**src/rtl/isp_pkg.sv**
```systemverilog
// Package of constants for the serial programming host controller
package isp_pkg;
    localparam int unsigned CLK_PERIOD_NS   = 10;
    // Link clock derived by divider: half periods in system clocks
    localparam int unsigned SCK_LOW_CYC     = 8;
    localparam int unsigned SCK_HIGH_CYC    = 8;
    localparam int unsigned CNT_W           = 24;
    // Waits in their own units
    localparam int unsigned POWERUP_MS      = 20;
    localparam int unsigned ERASE_MS        = 10;
    localparam int unsigned WRITE_MS        = 4;
    localparam int unsigned RESET_PULSE_US  = 100;
    localparam int unsigned POWERUP_CYC     = POWERUP_MS * 1000000 / CLK_PERIOD_NS;
    localparam int unsigned ERASE_CYC       = ERASE_MS * 1000000 / CLK_PERIOD_NS;
    localparam int unsigned WRITE_CYC       = WRITE_MS * 1000000 / CLK_PERIOD_NS;
    localparam int unsigned RESET_PULSE_CYC = RESET_PULSE_US * 1000 / CLK_PERIOD_NS;
    // Frame layout
    localparam int unsigned FRAME_BITS      = 32;
    localparam int unsigned BIT_CNT_W       = 6;
    localparam int unsigned BYTE_W          = 8;
    // Instruction bytes, field masks and address widths
    localparam logic [7:0] OP_PROG_EN      = 8'hAC;
    localparam logic [7:0] OP_PROG_EN_B2   = 8'h53;
    localparam logic [7:0] OP_ERASE_B2     = 8'h80;
    localparam logic [7:0] OP_LOCK_B2      = 8'hE0;
    localparam logic [7:0] OP_FLASH_RD     = 8'h20;
    localparam logic [7:0] OP_FLASH_WR     = 8'h40;
    localparam logic [7:0] OP_EE_RD        = 8'hA0;
    localparam logic [7:0] OP_EE_WR        = 8'hC0;
    localparam logic [7:0] OP_CODE_RD      = 8'h30;
    localparam int unsigned HIGH_SEL_BIT   = 3;
    localparam logic [7:0] LOCK_KEEP_MASK  = 8'h06;
    localparam logic [7:0] EE_ADDR_MASK    = 8'h3F;
    localparam logic [7:0] CODE_IDX_MASK   = 8'h03;
    localparam logic [7:0] ZERO_BYTE       = 8'h00;
    localparam logic [7:0] ERASED_BYTE     = 8'hFF;
    localparam int unsigned FLASH_ADDR_W   = 10;
    localparam int unsigned EE_ADDR_W      = 6;
    // Host commands
    typedef enum logic [2:0] {
        CMD_ERASE      = 3'h0,
        CMD_FLASH_RD   = 3'h1,
        CMD_FLASH_WR   = 3'h2,
        CMD_EE_RD      = 3'h3,
        CMD_EE_WR      = 3'h4,
        CMD_LOCK_WR    = 3'h5,
        CMD_CODE_RD    = 3'h6,
        CMD_END        = 3'h7
    } cmd_t;
    localparam int unsigned FIFO_DEPTH     = 4;
    localparam int unsigned FIFO_W         = 8;
endpackage

```
**src/rtl/isp_host.sv**
```systemverilog
// Host controller driving a device's serial programming port
// Function
// Target reset held low throughout the programming session.
// Programming-enable sent first after reset falls, before any other instruction.
// Device auto-erases EEPROM bytes; host needs no erase before EEPROM write.
// Chip erase sets flash and EEPROM to all ones.
// Flash word addresses 0 to 3FF, EEPROM byte addresses 0 to 3F; flash frames carry only cmd_addr[9] and cmd_addr[7:0], so 512 words.
// Serial clock low over one and high over four device clocks.
// Power-up with reset and serial clock low; pulse reset if unsure.
// Wait at least 20 ms after power-up before programming-enable.
// After chip erase wait 10 ms, pulse reset, re-enable programming.
// One byte per write instruction; wait 4 ms before next write.
// Read instruction returns stored byte on serial output.
// Releasing reset high ends the session; device runs normally.
// Power-off: device clock low, then reset high.
// Programming-enable is AC, 53, two don't-care bytes.
// Chip erase is AC then second byte beginning 100.
// Flash read: 0010H000, high address bit, low address, data returned.
// Flash write: 0100H000, same address fields, data in byte four.
// EEPROM read: A0, zero, six-bit address, data returned.
// EEPROM write: C0, zero, six-bit address, data byte.
// Lock write: AC, second byte 111xx21x, zero programs lock bit.
// Device code read: 30, don't care, two-bit index, code returned.
// Device samples on rising serial clock, shifts out on falling.
// 32-bit frames MSB first; read data during the fourth byte.
module isp_host
    import isp_pkg::*;
#(
    parameter int unsigned POWERUP_WAIT = POWERUP_CYC,
    parameter int unsigned ERASE_WAIT   = ERASE_CYC,
    parameter int unsigned WRITE_WAIT   = WRITE_CYC,
    parameter int unsigned RESET_WAIT   = RESET_PULSE_CYC
) (
    input  wire logic        clock,
    input  wire logic        srst,
    input  wire logic        ce,
    input  wire logic        cmd_valid,
    output logic             cmd_ready,
    input  wire logic [2:0]  cmd_op,
    input  wire logic [9:0]  cmd_addr,
    input  wire logic        cmd_high,
    input  wire logic [7:0]  cmd_data,
    output logic             rd_valid,
    input  wire logic        rd_ready,
    output logic [7:0]       rd_data,
    output logic             busy,
    output logic             target_reset_n,
    output logic             sck_out,
    output logic             mosi_out,
    input  wire logic        miso_in
);
    // ==========================================================
    // State
    typedef enum logic [7:0] {
        ST_POWERUP = 8'h01,
        ST_ENABLE  = 8'h02,
        ST_IDLE    = 8'h04,
        ST_SHIFT   = 8'h08,
        ST_WAIT    = 8'h10,
        ST_RST_HI  = 8'h20,
        ST_RST_LO  = 8'h40,
        ST_DONE    = 8'h80
    } state_t;

    state_t                 state_q;
    logic [CNT_W-1:0]       wait_q;
    logic [3:0]             div_q;
    logic [BIT_CNT_W-1:0]   bit_q;
    logic [FRAME_BITS-1:0]  tx_q;
    logic [BYTE_W-1:0]      rx_q;
    logic                   sck_q;
    logic                   rst_n_q;
    logic                   is_read_q;
    logic                   is_erase_q;
    logic                   is_write_q;
    logic                   miso_s1_q;
    logic                   miso_s2_q;
    logic [FRAME_BITS-1:0]  frame_d;
    logic                   fifo_in_valid;
    logic                   fifo_in_ready;
    logic                   cmd_take;
    cmd_t                   op;

    assign op = cmd_t'(cmd_op);

    // ==========================================================
    // Pin input synchroniser
    always_ff @(posedge clock) begin
        if (srst) begin
            miso_s1_q <= 1'b0;
            miso_s2_q <= 1'b0;
        end else if (ce) begin
            miso_s1_q <= miso_in;
            miso_s2_q <= miso_s1_q;
        end
    end

    // ==========================================================
    // Frame builder
    always_comb begin
        frame_d = {OP_PROG_EN, OP_ERASE_B2, ZERO_BYTE, ZERO_BYTE};
        case (op)
            CMD_FLASH_RD: frame_d = {OP_FLASH_RD | (BYTE_W'(cmd_high) << HIGH_SEL_BIT),
                                     7'h00, cmd_addr[9], cmd_addr[7:0], ZERO_BYTE};
            CMD_FLASH_WR: frame_d = {OP_FLASH_WR | (BYTE_W'(cmd_high) << HIGH_SEL_BIT),
                                     7'h00, cmd_addr[9], cmd_addr[7:0], cmd_data};
            CMD_EE_RD:    frame_d = {OP_EE_RD, ZERO_BYTE,
                                     cmd_addr[7:0] & EE_ADDR_MASK, ZERO_BYTE};
            CMD_EE_WR:    frame_d = {OP_EE_WR, ZERO_BYTE,
                                     cmd_addr[7:0] & EE_ADDR_MASK, cmd_data};
            CMD_LOCK_WR:  frame_d = {OP_PROG_EN, OP_LOCK_B2 | (cmd_data & LOCK_KEEP_MASK),
                                     ZERO_BYTE, ZERO_BYTE};
            CMD_CODE_RD:  frame_d = {OP_CODE_RD, ZERO_BYTE,
                                     cmd_addr[7:0] & CODE_IDX_MASK, ZERO_BYTE};
            default:      frame_d = {OP_PROG_EN, OP_ERASE_B2, ZERO_BYTE, ZERO_BYTE};
        endcase
    end

    // Commands are taken only while the FIFO has room, so a full FIFO stalls commands
    assign cmd_ready = (state_q == ST_IDLE) && fifo_in_ready;
    assign cmd_take  = cmd_valid && cmd_ready && ce;
    assign busy      = (state_q != ST_IDLE);

    // ==========================================================
    // Sequencer
    always_ff @(posedge clock) begin
        if (srst) begin
            state_q    <= ST_POWERUP;
            wait_q     <= '0;
            div_q      <= '0;
            bit_q      <= '0;
            tx_q       <= '0;
            rx_q       <= '0;
            sck_q      <= 1'b0;
            rst_n_q    <= 1'b0;
            is_read_q  <= 1'b0;
            is_erase_q <= 1'b0;
            is_write_q <= 1'b0;
        end else if (ce) begin
            case (state_q)
                ST_POWERUP: begin
                    sck_q <= 1'b0;
                    if (wait_q == CNT_W'(POWERUP_WAIT - 1)) begin
                        wait_q  <= '0;
                        state_q <= ST_ENABLE;
                    end else begin
                        wait_q <= wait_q + CNT_W'(1);
                    end
                end
                ST_ENABLE: begin
                    // Enable frame must precede every other frame
                    tx_q       <= {OP_PROG_EN, OP_PROG_EN_B2, ZERO_BYTE, ZERO_BYTE};
                    is_read_q  <= 1'b0;
                    is_erase_q <= 1'b0;
                    is_write_q <= 1'b0;
                    bit_q      <= '0;
                    div_q      <= '0;
                    state_q    <= ST_SHIFT;
                end
                ST_IDLE: begin
                    if (cmd_take) begin
                        if (op == CMD_END) begin
                            rst_n_q <= 1'b1;
                            state_q <= ST_DONE;
                        end else begin
                            tx_q       <= frame_d;
                            is_read_q  <= (op == CMD_FLASH_RD) || (op == CMD_EE_RD)
                                          || (op == CMD_CODE_RD);
                            is_erase_q <= (op == CMD_ERASE);
                            is_write_q <= (op == CMD_FLASH_WR) || (op == CMD_EE_WR)
                                          || (op == CMD_LOCK_WR);
                            bit_q      <= '0;
                            div_q      <= '0;
                            state_q    <= ST_SHIFT;
                        end
                    end
                end
                ST_SHIFT: begin
                    // Divider keeps each half period well over four device clocks
                    if (!sck_q) begin
                        if (div_q == 4'(SCK_LOW_CYC - 1)) begin
                            div_q <= '0;
                            sck_q <= 1'b1;
                            // Device drives on falling edge, so it is stable here
                            rx_q  <= {rx_q[BYTE_W-2:0], miso_s2_q};
                        end else begin
                            div_q <= div_q + 4'(1);
                        end
                    end else begin
                        if (div_q == 4'(SCK_HIGH_CYC - 1)) begin
                            div_q <= '0;
                            sck_q <= 1'b0;
                            tx_q  <= {tx_q[FRAME_BITS-2:0], 1'b0};
                            if (bit_q == BIT_CNT_W'(FRAME_BITS - 1)) begin
                                wait_q  <= '0;
                                state_q <= ST_WAIT;
                            end else begin
                                bit_q <= bit_q + BIT_CNT_W'(1);
                            end
                        end else begin
                            div_q <= div_q + 4'(1);
                        end
                    end
                end
                ST_WAIT: begin
                    if (is_erase_q) begin
                        if (wait_q == CNT_W'(ERASE_WAIT - 1)) begin
                            wait_q  <= '0;
                            rst_n_q <= 1'b1;
                            state_q <= ST_RST_HI;
                        end else begin
                            wait_q <= wait_q + CNT_W'(1);
                        end
                    end else if (is_write_q) begin
                        if (wait_q == CNT_W'(WRITE_WAIT - 1)) begin
                            state_q <= ST_IDLE;
                        end else begin
                            wait_q <= wait_q + CNT_W'(1);
                        end
                    end else begin
                        state_q <= ST_IDLE;
                    end
                end
                ST_RST_HI: begin
                    if (wait_q == CNT_W'(RESET_WAIT - 1)) begin
                        wait_q  <= '0;
                        rst_n_q <= 1'b0;
                        state_q <= ST_RST_LO;
                    end else begin
                        wait_q <= wait_q + CNT_W'(1);
                    end
                end
                ST_RST_LO: begin
                    if (wait_q == CNT_W'(RESET_WAIT - 1)) begin
                        wait_q  <= '0;
                        state_q <= ST_ENABLE;
                    end else begin
                        wait_q <= wait_q + CNT_W'(1);
                    end
                end
                ST_DONE: begin
                    sck_q <= 1'b0;
                end
                default: begin
                    state_q <= ST_POWERUP;
                end
            endcase
        end
    end

    assign fifo_in_valid  = ce && (state_q == ST_WAIT) && is_read_q;
    assign target_reset_n = rst_n_q;
    assign sck_out        = sck_q;
    assign mosi_out       = tx_q[FRAME_BITS-1];

    // ==========================================================
    // Read-result buffer
    isp_fifo #(
        .WIDTH (FIFO_W),
        .DEPTH (FIFO_DEPTH)
    ) u_fifo (
        .clock     (clock),
        .srst      (srst),
        .ce        (ce),
        .in_valid  (fifo_in_valid),
        .in_ready  (fifo_in_ready),
        .in_data   (rx_q),
        .out_valid (rd_valid),
        .out_ready (rd_ready),
        .out_data  (rd_data)
    );
endmodule

```
**src/rtl/isp_fifo.sv**
```systemverilog
// Small flip-flop FIFO for read results
module isp_fifo #(
    parameter int unsigned WIDTH = 8,
    parameter int unsigned DEPTH = 4
) (
    input  wire logic             clock,
    input  wire logic             srst,
    input  wire logic             ce,
    input  wire logic             in_valid,
    output logic                  in_ready,
    input  wire logic [WIDTH-1:0] in_data,
    output logic                  out_valid,
    input  wire logic             out_ready,
    output logic      [WIDTH-1:0] out_data
);
    localparam int unsigned AW = $clog2(DEPTH);
    logic [WIDTH-1:0] mem_q [DEPTH];
    logic [AW-1:0]    wr_q;
    logic [AW-1:0]    rd_q;
    logic [AW:0]      cnt_q;
    logic             push;
    logic             pop;

    assign in_ready  = (cnt_q != (AW+1)'(DEPTH));
    assign out_valid = (cnt_q != '0);
    assign out_data  = mem_q[rd_q];
    assign push      = in_valid && in_ready;
    assign pop       = out_valid && out_ready;

    always_ff @(posedge clock) begin
        if (ce && push) begin
            mem_q[wr_q] <= in_data;
        end
    end

    always_ff @(posedge clock) begin
        if (srst) begin
            wr_q  <= '0;
            rd_q  <= '0;
            cnt_q <= '0;
        end else if (ce) begin
            if (push) begin
                wr_q <= (wr_q == AW'(DEPTH - 1)) ? '0 : wr_q + AW'(1);
            end
            if (pop) begin
                rd_q <= (rd_q == AW'(DEPTH - 1)) ? '0 : rd_q + AW'(1);
            end
            cnt_q <= cnt_q + (AW+1)'(push) - (AW+1)'(pop);
        end
    end
endmodule

```
**config.mk**
```make
export PLATFORM = sky130hd
export DESIGN_NAME = isp_host
export DESIGN_NICKNAME = d
export VERILOG_FILES = /design/src/rtl/isp_pkg.sv /design/src/rtl/isp_host.sv /design/src/rtl/isp_fifo.sv
export SDC_FILE = /design/constraint.sdc
export NUM_CORES = 1
export LEC_CHECK = 0
export BUFFER_PORTS_ARGS = -buffer_cell sky130_fd_sc_hd__buf_2
export CORE_UTILIZATION = 60
export CTS_BUF_LIST = sky130_fd_sc_hd__clkbuf_8
export DETAILED_ROUTE_END_ITERATION = 10
export PLACE_DENSITY = 0.76
export SLEW_MARGIN = 20
export SYNTH_ARGS = -nofsm -noshare
export SYNTH_HDL_FRONTEND = slang
export SYNTH_SLANG_ARGS = --single-unit
```
**constraint.sdc**
```tcl
create_clock -name clock -period 3 [get_ports clock]
set_input_delay 0.6 -clock clock [delete_from_list [all_inputs] [get_ports clock]]
set_output_delay 0.6 -clock clock [all_outputs]
set_load 0.01 [all_outputs]
```
# After elaboration in Yosys (flattened, before gate mapping)
# Memories as Yosys holds them, arrays and structs flattened. A register that Yosys moved wholly into a read port is not among the register bits.
# Cells that the tools add are included.
# totals
out_inout_bits	14
inputBits	28
register_bits	96
memories	1
mem_bits_rw	32
# mem_list
name	depth	width	read_ports	rd_ports_with_merged_regs	wr	line	text
u_fifo.mem_q	4	8	1	1	1	isp_fifo.sv:17	logic [WIDTH-1:0] mem_q [DEPTH];
# classes
bitwise	2
eq_ne	41
reduce_logical	32
n_addsub	7
n_mux	64
# op_table
operator	count
$mux 24	9
$pmux 32 s6	1
$mux 32	4
$mux 8	12
$pmux 24 s4	1
$pmux 32 s3	1
$pmux 8 s8	1
$mux 6	5
$add 24x1->24 const B	1
$eq 24x14->1 const B	1
$eq 24x19->1 const B	1
$eq 24x20->1 const B	1
$eq 24x21->1 const B	1
$ne 2x2->1 const B	11
$reduce_and 7->1	3
$pmux 6 s3	1
$mux 1	16
$eq 3x3->1 const B	4
$mux 4	3
$ne 3x3->1 const B	4
$pmux 4 s3	1
$reduce_and 4->1	3
$reduce_and 11->1	1
$reduce_bool 3->1	3
33 further kinds	57

# Longest topological paths before layout
# Gate-level depths: netlist of run 1.
# depth
word_depth	7
depth_mapped	11
ltp_nobuf	11

# Cells and area by module
# From an unflattened synthesis of run 1, not the netlist that was laid out.
# hier_totals
cells_unflattened	689
hier_area_um2	6518.8
# by_module_without_submodules
module	area_per_inst_um2	seq_area_each_um2	cells_per_inst	n_inst
isp_host	4843.4	1781.7	594	1
isp_fifo	1675.4	1141.1	95	1

# Least setup slack after synthesis of run 1
# OpenSTA, ideal clock, no wires.
# synth_timing
path_kind	register -> output
from	register state_q[5]
to	output port cmd_ready
path_stages_with_launch	8
path_buffers	3
arrival_time_ns	1.799
path_slack_ns	0.601
cell_sequence	dfxtp_1 clkbuf_1 or3_4 nor3_2 inv_2 buf_2 clkbuf_1 nor2_1
# synth_between
elab_chain_cells	2
# synth_lines
element	line	text
start, declared	isp_host.sv:65	state_t state_q;
start signal, assigned	isp_host.sv:128	state_q <= ST_POWERUP;
start signal, assigned	isp_host.sv:145	state_q <= ST_ENABLE;
start signal, assigned	isp_host.sv:158	state_q <= ST_SHIFT;
$eq 8x3->1	isp_host.sv:120	assign cmd_ready = (state_q == ST_IDLE) && fifo_in_ready;
$logic_and 1x1->1	isp_host.sv:120	
end, declared	isp_host.sv:38	output logic cmd_ready,
# Every way passes these cells.

# Worst setup path after layout of run 1
# layout_timing
from	register wait_q[7]
to	register wait_q[13]
# layout_between
elab_chain_cells	5
word_cells_on_any_way	14
classes_between	1 x add/sub; 5 x eq/ne; 7 x mux; 1 x reduce/logical
# layout_lines
element	line	text
start, declared	isp_host.sv:66	logic [CNT_W-1:0] wait_q;
start signal, assigned	isp_host.sv:147	wait_q <= wait_q + CNT_W'(1);
start signal, assigned	isp_host.sv:212	wait_q <= wait_q + CNT_W'(1);
start signal, assigned	isp_host.sv:218	wait_q <= wait_q + CNT_W'(1);
$add 24x1->24	-	
$mux 24	isp_host.sv:215	if (wait_q == CNT_W'(WRITE_WAIT - 1)) begin
$mux 24	isp_host.sv:214	end else if (is_write_q) begin
$mux 24	isp_host.sv:206	if (is_erase_q) begin
$pmux 24 s4	isp_host.sv:140	case (state_q)
# Several ways; a longest one is shown, not always the timed one. The select of a mux whose other input is x is not followed.
# A chain may end at the register's enable or synchronous reset.

==> results of run 1 <==
-- worst paths after layout --
check         startpoint         end  slack (ps)  depth (start not counted)
max            wait_q[7]  wait_q[13]         260                          6
min          cmd_data[0]     tx_q[0]         420                          3
max reg2reg    wait_q[7]  wait_q[13]         260                          6
min reg2reg     tx_q[20]    tx_q[20]         460                          2
-- power by group --
| part | switching [mW] | total [mW] | internal, mW |
|---|---|---|---|
| Combinational | 0.151 | 0.257 | 0.107 |
| Clock | 0.701 | 1.62 | 0.923 |
| Sequential | 0.0249 | 1.83 | 1.80 |
-- flip-flops by register name (all words and copies together) (netlist names), 2 cells and up, named ones only --
register,flops
tx_q,32
u_fifo.cnt_q,3
rx_q,8
bit_q,6
u_fifo.mem_q,32
wait_q,24
u_fifo.rd_q,2
div_q,4
u_fifo.wr_q,2
state_q,8
-- layout make-up --
class | instances | share of cell area, %
clock buffers | 18 | 3.53
clock inverters | 14 | 2.64
inverters | 10 | 0.535
multi-input cells | 486 | 44.4
flip-flops and latches | 130 | 41.7
well taps | 133 | 2.37
repair buffers | 59 | 4.89
-- metal layers --
layer / vias to the layer above / wire [um] / global-route usage, %
met1: 2552 / 6240 / 34.7
met3: 24 / 634 / 5.95
li1: 2568 / - / -
met2: 156 / 7170 / 46.4
met4: 0 / 230 / 9.90
met5: - / 0 / 0
-- logic make-up after synthesis --
family	after synthesis
multiplexers	24
buffers and inverters	54
flip-flops	130
AND/OR/NAND/NOR	306
XOR/XNOR	12
AO/OA/AOI/OAI	133
adder cells (fa/ha/maj)	11
-- layout by cell type, fill, tap and decap left out, types with 7 or more instances in the layout --
cell,netlist,final
nor3_1,31,31
nand3_1,39,39
a21oi_1,38,38
nand3b_1,7,7
o21ai_0,26,26
nand2_1,51,51
dfxtp_1,98,98
ha_1,10,10
and3_1,10,10
buf_2,7,40
inv_1,9,10
nor2_1,74,74
or3_1,15,15
buf_4,3,19
clkbuf_8,0,18
a221oi_1,17,17
and2_1,10,10
mux2i_1,15,15
nand4_1,15,15
mux4_2,8,8
a31oi_1,10,10
edfxtp_1,32,32
-- critical path, stage by stage (launching register included) --
cell,delay (ps)
dfxtp_1,360
or4_4,550
or3_1,430
o31ai_2,410
a211o_2,390
o21ai_1,310
a21oi_1,210
==> impl_metrics.py, run 1 <==
metrics = {
    "run_status": {
        "run_status": "complete, no violations",
    },
    "placement": {
        "gp_congestion": 0.904,
        "dp_hpwl_mm": 9.56,
        "dp.cells": 818,
        "preCtsSetupSlack_ps": 287,
        "detailed_place.area_mm2": 0.00658,
        "port-buffer-count": 40,
    },
    "die": {
        "die-area_mm2": 0.0109,
        "top_level_ports": 42,
        "floorplan.initialDensity_pct": 63.0,
        "row_count": 36,
        "coreArea_mm2": 0.00995,
        "die_height_um": 104,
        "floorplan.die.width_um": 104,
    },
    "synth": {
        "synth.lib_cells_used.distinct": 73,
        "syn-cell-area_mm2": 0.00627,
        "synth_xor_xnor_area_share_pct": 1.68,
        "synth.mux.area_fraction_pct": 5.44,
        "synthesis.instances": 670,
        "synth.top_cells.by_count": "dfxtp_1 (98), nor2_1 (74), nand2_1 (51)",
        "main_combinational_cell_family_by_area_after_synthesis": "simple AND/OR/NAND/NOR gates",
        "synth-compound-area-share_pct": 14.1,
        "synthDominantCellAreaShare_pct": 31.3,
        "netlist_top_cells_area": "dfxtp_1 (31%), edfxtp_1 (15%), nor2_1 (4.4%)",
        "yosys.area_share.simple_pct": 26.1,
        "synth.net_count": 709,
        "async_flop_share_pct": 0,
        "synth_seq_area_share_pct": 46.6,
        "adder_and_majority_gate_portion_of_the_synthesized_area_pct": 2.31,
        "yosys.cell_count.top_type": "dfxtp_1",
        "synthesis.yosys.warnings": 0,
        "synth_enable_flop_cells": 32,
        "synth_ff_type": "dfxtp_1",
        "syn_area_per_cell_um2": 9.36,
        "post-synth-top-area-cell": "dfxtp_1",
        "postSynthRegisterBits": 130,
    },
    "global_route": {
        "grt_start_max_net_pins": 82,
        "antenna_violations_before_repair": 0,
        "global_route_usage_over_all_layers_pct": 27.5,
        "grt_overflow": 0,
        "grt_pass1_wl_mm": 23.9,
        "first_global_vias": 5009,
    },
    "sta": {
        "worst_clock_skew_ps": 11.8,
        "tightest_slew_ps": 868,
        "tns_ps": 0,
        "timing.final.setup_violations": 0,
        "final_critical_path_setup_slack_ps": 260,
        "final.period_utilization_pct": 91.3,
        "final.min_clock_period_ps": 2740,
        "fmax_ghz": 0.365,
        "report.final.hold_viol_count": 0,
        "worst_slew_margin_rel_pct": 42.1,
        "rsz_0062_raised_after_global_routing": "no",
        "final.hold.worst_slack_ps": 417,
        "slew_violations": 0,
    },
    "hold_path": {
        "hold_class": "primary input to register",
    },
    "routing": {
        "drt-total-wl_mm": 14.3,
        "detailedRoute.firstPassIterationCount": 5,
        "average_via_count_per_standard_cell": 6.24,
        "vias": 5300,
        "detail_route.drc_violations": 0,
        "wire_per_inst_um": 16.8,
        "drt.antenna.violating_nets": 0,
        "dr.first_iter.drc_count": 317,
    },
    "setup_path": {
        "worstSetupStartpointType": "register",
        "critical_path.endpoint_type": "register",
        "critPathRequiredTime_ps": 3370,
        "cp.arrival_ps": 3110,
        "worst-path-max-fanout": 17,
        "worst-setup-path-type": "register to register",
    },
    "layout": {
        "layout-drive-gt1-share_pct": 17.2,
        "final_core_utilization_pct": 70.5,
        "finalNetCount": 743,
        "multi_input_comb_area_mm2": 0.00311,
        "flow.area_growth_from_synthesis_pct": 11.8,
        "n_antenna_cell": 0,
        "final_cell_count_no_fill": 850,
        "layout.area.seq_mm2": 0.00292,
        "nFillCells": 788,
        "post-route-cell-area_mm2": 0.00702,
    },
    "power": {
        "power.static_leakage_nw": 2.49,
        "power_density_mw_per_mm2": 529,
        "max_rail_drop_vdd_mv": 0.392,
        "total_power_mw": 3.71,
    },
    "job": {
        "max_cap_viol_count": 0,
    },
    "clocking": {
        "number_of_h_tree_branching_levels": 4,
        "insertion_delay_ps": 440,
        "max_clock_buf_depth": 2,
        "cts_num_sinks": 130,
        "cts_tree": "built",
        "cts_made_buffers": 17,
        "post-cts-setup-buffer-count": 0,
        "cts_root_buffer": "clkbuf_8",
        "clk_transition_reported_paths_ps": 80,
        "postCtsResizedCells": 0,
        "holdBufCountCts": 0,
    },
}
Note: power is estimated with default switching activity, not from simulation.
==> run 2: changes to the inputs <==
--- a/config.mk
+++ b/config.mk
@@ -6,10 +6,11 @@
 export NUM_CORES = 1
 export LEC_CHECK = 0
 export BUFFER_PORTS_ARGS = -buffer_cell sky130_fd_sc_hd__buf_2
+export CAP_MARGIN = 20
 export CORE_UTILIZATION = 60
 export CTS_BUF_LIST = sky130_fd_sc_hd__clkbuf_8
 export DETAILED_ROUTE_END_ITERATION = 10
-export PLACE_DENSITY = 0.76
+export PLACE_DENSITY = 0.91
 export SLEW_MARGIN = 20
 export SYNTH_ARGS = -nofsm -noshare
 export SYNTH_HDL_FRONTEND = slang
==> run 2 against run 1 <==
Against the previous run:
- design area is essentially flat
- wire length grew 5.3%
- clock power is essentially flat
- critical endpoint is now state_q[5]
- clock skew is essentially flat
- sequential power is essentially flat
- sequential share of layout area is essentially flat
- register-to-register slack lost 40 ps
==> impl_metrics.py, run 2 (synthesis gave the netlist of run 1 again) <==
metrics = {
    "run_status": {
        "run_status": "complete, no violations",
    },
    "hold_path": {
        "hold_class": "primary input to register",
        "timing.hold.worst_endpoint": "tx_q[0]",
        "hold-path-cell-count": 3,
        "hold_start": "cmd_data[0]",
    },
    "layout": {
        "mostFrequentLayoutCell": "dfxtp_1",
        "reg_top3": "tx_q x32, u_fifo.mem_q x32, wait_q x24",
        "finalNetCount": 741,
        "n_antenna_cell": 0,
        "final_cell_mix": "dfxtp_1 (98), nor2_1 (74), nand2_1 (51)",
        "flow.area_growth_from_synthesis_pct": 11.7,
        "layout-drive-gt1-share_pct": 17.3,
        "post-route-cell-area_mm2": 0.00701,
    },
    "die": {
        "die-area_mm2": 0.0109,
        "coreArea_mm2": 0.00995,
        "die_height_um": 104,
        "floorplan.die.width_um": 104,
        "row_count": 36,
        "floorplan.initialDensity_pct": 63.0,
        "top_level_ports": 42,
    },
    "global_route": {
        "grt_start_max_net_pins": 82,
        "antenna_violations_before_repair": 0,
        "grt_pass1_wl_mm": 24.9,
        "grt_overflow": 0,
        "first_global_vias": 5288,
        "global_route_usage_over_all_layers_pct": 28.6,
    },
    "setup_path": {
        "worstSetupStartpointType": "register",
        "critPathRequiredTime_ps": 3360,
        "critical_path.endpoint_type": "register",
        "timing.critical_path.cells": "ha_1 > nand4b_1 > nor4_1 > o21ai_0 > nand4bb_1 > or4_1 > a21oi_1",
        "worst-path-max-fanout": 10,
        "rr_worst_depth": 7,
        "timing.critical_path.slowest_stage_cell": "or4_1",
        "timing.critical_path.slowest_cell_delay_ps": 570,
        "setup.reg_to_reg.worst_slack_ps": 220,
        "worst_path_dominant_cell_family": "simple AND/OR/NAND/NOR gates",
        "worst-setup-path-type": "register to register",
        "critical_path.reg2reg.startpoint": "div_q[0]",
        "critical_r2r_capture": "state_q[5]",
        "cp.arrival_ps": 3140,
        "number_of_buffers_and_inverters_on_the_critical_path": 0,
    },
    "placement": {
        "dp_hpwl_mm": 10.3,
        "port-buffer-count": 40,
        "gp_congestion": 0.955,
        "detailed_place.area_mm2": 0.00657,
    },
    "clocking": {
        "cts_made_buffers": 17,
        "max_clock_buf_depth": 2,
        "number_of_h_tree_branching_levels": 4,
        "clk_transition_reported_paths_ps": 80,
        "insertion_delay_ps": 440,
        "cts_num_sinks": 130,
        "holdBufCountCts": 0,
        "cts_tree": "built",
        "cts_root_buffer": "clkbuf_8",
    },
    "routing": {
        "drt.antenna.violating_nets": 0,
        "wire_per_inst_um": 17.7,
        "drt-total-wl_mm": 15.0,
        "average_via_count_per_standard_cell": 6.41,
        "vias": 5434,
        "detailedRoute.firstPassIterationCount": 4,
        "detail_route.drc_violations": 0,
        "dr.first_iter.drc_count": 347,
    },
    "sta": {
        "worst_slew_margin_rel_pct": 44.0,
        "tightest_slew_ps": 840,
        "final.period_utilization_pct": 92.8,
        "slew_violations": 0,
        "worst_clock_skew_ps": 11.8,
        "tns_ps": 0,
        "report.final.hold_viol_count": 0,
        "fmax_ghz": 0.359,
        "timing.final.setup_violations": 0,
        "final.min_clock_period_ps": 2780,
        "rsz_0062_raised_after_global_routing": "no",
    },
    "power": {
        "max_rail_drop_vdd_mv": 0.412,
        "power.static_leakage_nw": 2.49,
        "power_density_mw_per_mm2": 534,
    },
    "job": {
        "max_cap_viol_count": 0,
    },
}
-- run 2: cell types whose count changed in the layout (fill, tap and decap cells not counted), sizes merged --
cell,change
inv,+3
buf,-2
clkinvlp,-2
clkbuf,-1
-- run 2: repair_timing --
item	in CTS	in global routing
setup endpoints to repair	0	6
setup buffers	0	0
resized for setup	0	1
-- run 2: cell type report --
type                            instances  area (um2)
Multi-Input combinational cell        486        3120
Fill cell                             726        2940
Sequential cell                       130        2920
Timing Repair Buffer                   57         328
Clock buffer                           17         234
Clock inverter                         15         205
Tap cell                              133         166
Inverter                               10        37.5
-- run 2: power by group --
part | switching [mW] | leakage (nW) | total [mW] | internal (mW)
Sequential | 0.0276 | 1.12 | 1.83 | 1.80
Clock | 0.736 | 0.224 | 1.65 | 0.918
Combinational | 0.156 | 1.14 | 0.260 | 0.104
Total | 0.919 | 2.49 | 3.74 | 2.82
-- run 2: stage by stage --
stage	worst slack (ps)	instances	power (mW)	hold WS, ps	util (%)
floorplan	601	670	2.04	432	-
global placement	353	816	2.10	441	66.0
detailed placement	224	816	2.12	447	66.0
CTS	265	848	3.74	408	70.4
global route	5.42	848	3.86	406	70.4
finish	215	848	3.74	419	70.4
-- run 2: layer usage --
metal	global-route usage, %	up-vias	part of all wire (%)
li1	-	2558	-
met1	33.3	2628	40
met2	51.5	209	53
met3	5.51	39	5.4
met4	11.4	0	2.0
met5	0	-	0
-- run 2: worst max-delay path by stage --
stage                           from    endpoint  slack [ps]  cells past startpoint
after floorplan           state_q[5]   cmd_ready         600                      7
after global placement     wait_q[9]  state_q[5]         350                      6
after detailed placement          ce    tx_q[13]         220                      7
after CTS                   div_q[0]  state_q[5]         260                      7
after global routing        div_q[0]  state_q[5]           5                      7
final                       div_q[0]  state_q[5]         220                      7
-- run 2: worst register-to-register path, stage by stage (launching register included) --
cell       delay, ps
dfxtp_1          380
ha_1             220
nand4b_1         270
nor4_1           390
o21ai_0          240
nand4bb_1        480
or4_1            570
a21oi_1          150
==> run 3: changes to the inputs <==
==> constraint.sdc (replaced) <==
create_clock -name clock -period 2.9 [get_ports clock]
set_input_delay 0.58 -clock clock [delete_from_list [all_inputs] [get_ports clock]]
set_output_delay 0.58 -clock clock [all_outputs]
set_load 0.01 [all_outputs]
==> run 3 against run 2 <==
Against the previous run:
- sequential power rose by 3%
- clock power fell by 16%
- register-to-register slack got worse by 20 ps
- design area fell by 1.1%
- worst setup slack got worse by 45 ps
==> impl_metrics.py, run 3 (synthesis gave the netlist of run 1 again) <==
metrics = {
    "routing": {
        "dr.first_iter.drc_count": 492,
        "average_via_count_per_standard_cell": 6.42,
        "detail_route.drc_violations": 0,
        "drt.antenna.violating_nets": 0,
        "vias": 5440,
        "detailedRoute.firstPassIterationCount": 5,
        "drt-total-wl_mm": 14.7,
        "wire_per_inst_um": 17.4,
    },
    "power": {
        "power.static_leakage_nw": 2.43,
        "max_rail_drop_vdd_mv": 0.341,
        "power_density_mw_per_mm2": 512,
    },
    "setup_path": {
        "critPathRequiredTime_ps": 2320,
        "worstSetupStartpointType": "register",
        "worst-setup-path-type": "register to primary output",
        "cp.arrival_ps": 2150,
        "worst-path-max-fanout": 20,
        "critical_path.endpoint_type": "primary output",
    },
    "global_route": {
        "global_route_usage_over_all_layers_pct": 27.7,
        "grt_start_max_net_pins": 82,
        "grt_pass1_wl_mm": 24.2,
        "first_global_vias": 5093,
        "antenna_violations_before_repair": 0,
        "grt_overflow": 0,
    },
    "clocking": {
        "clk_transition_reported_paths_ps": 90,
        "insertion_delay_ps": 460,
        "cts_made_buffers": 17,
        "post-cts-setup-buffer-count": 0,
        "cts_root_buffer": "clkbuf_8",
        "cts_tree": "built",
        "max_clock_buf_depth": 2,
        "number_of_h_tree_branching_levels": 4,
        "postCtsResizedCells": 0,
        "cts_num_sinks": 130,
        "holdBufCountCts": 0,
    },
    "run_status": {
        "run_status": "complete, no violations",
    },
    "sta": {
        "slew_violations": 0,
        "final.min_clock_period_ps": 2730,
        "rsz_0062_raised_after_global_routing": "no",
        "timing.final.setup_violations": 0,
        "tightest_slew_ps": 818,
        "final_critical_path_setup_slack_ps": 170,
        "worst_clock_skew_ps": 18.6,
        "final.period_utilization_pct": 94.1,
        "report.final.hold_viol_count": 0,
        "fmax_ghz": 0.366,
        "worst_slew_margin_rel_pct": 45.5,
        "tns_ps": 0,
    },
    "placement": {
        "dp.cells": 816,
        "dp_hpwl_mm": 9.80,
        "gp_congestion": 0.958,
        "port-buffer-count": 40,
        "preCtsSetupSlack_ps": 116,
    },
    "die": {
        "die_height_um": 104,
        "die-area_mm2": 0.0109,
        "top_level_ports": 42,
        "floorplan.die.width_um": 104,
        "floorplan.initialDensity_pct": 63.0,
        "row_count": 36,
        "coreArea_mm2": 0.00995,
    },
    "layout": {
        "final_cell_mix": "dfxtp_1 (98), nor2_1 (74), nand2_1 (51)",
        "mostFrequentLayoutCell": "dfxtp_1",
        "flow.area_growth_from_synthesis_pct": 10.5,
        "n_antenna_cell": 0,
        "layout-drive-gt1-share_pct": 17.3,
        "final_cell_count_no_fill": 848,
        "finalNetCount": 741,
        "reg_top3": "tx_q x32, u_fifo.mem_q x32, wait_q x24",
        "nFillCells": 710,
    },
    "job": {
        "max_cap_viol_count": 0,
    },
    "hold_path": {
        "hold_class": "primary input to register",
    },
}
[run 3: final cells by class]
cell class              count  area, um2  area share [%]
clock buffers              18        248            3.57
clock inverters            14        105            1.52
inverters                  10       37.5           0.542
multi-input cells         486       3120            45.1
flip-flops and latches    130       2920            42.2
well taps                 133        166            2.40
repair buffers             57        328            4.73
[run 3: stage by stage]
stage / power [mW] / util (%) / cell area [um2] / hold slack (ps)
4_1_cts: 3.55 / 69.5 / 6920 / 373
6_report: 3.55 / 69.6 / 6930 / 379
2_1_floorplan: 2.11 / - / 6270 / 432
3_5_place_dp: 2.20 / 66.0 / 6570 / 450
3_3_place_gp: 2.18 / 66.0 / 6570 / 439
5_1_grt: 3.66 / 69.6 / 6930 / 380
[run 3: path summary, 6_finish.rpt]
| check | start | to | slack (ps) | cells past startpoint |
|---|---|---|---|---|
| max | state_q[7] | cmd_ready | 170 | 5 |
| min | cmd_addr[9] | tx_q[16] | 380 | 3 |
| max reg2reg | div_q[0] | wait_q[10] | 200 | 7 |
| min reg2reg | tx_q[19] | tx_q[19] | 460 | 2 |
[run 3: routing by layer]
metal | up-vias | global-route usage, % | part of all wire [%] | wire length [um]
met5 | - | 0 | 0 | 0
met4 | 0 | 11.6 | 2.5 | 369
met2 | 251 | 48.4 | 51 | 7560
met1 | 2571 | 32.8 | 39 | 5810
met3 | 47 | 6.27 | 6.6 | 974
li1 | 2571 | - | - | -
[run 3: critical path, stage by stage (launching register included)]
cell	delay, ps
dfxtp_1	380
or3_1	490
nor3_2	280
inv_2	210
nor2_1	180
buf_2	150
[run 3: power breakdown]
part / switching, mW / internal (mW)
Clock: 0.766 / 0.619
Sequential: 0.0262 / 1.86
Combinational: 0.163 / 0.112
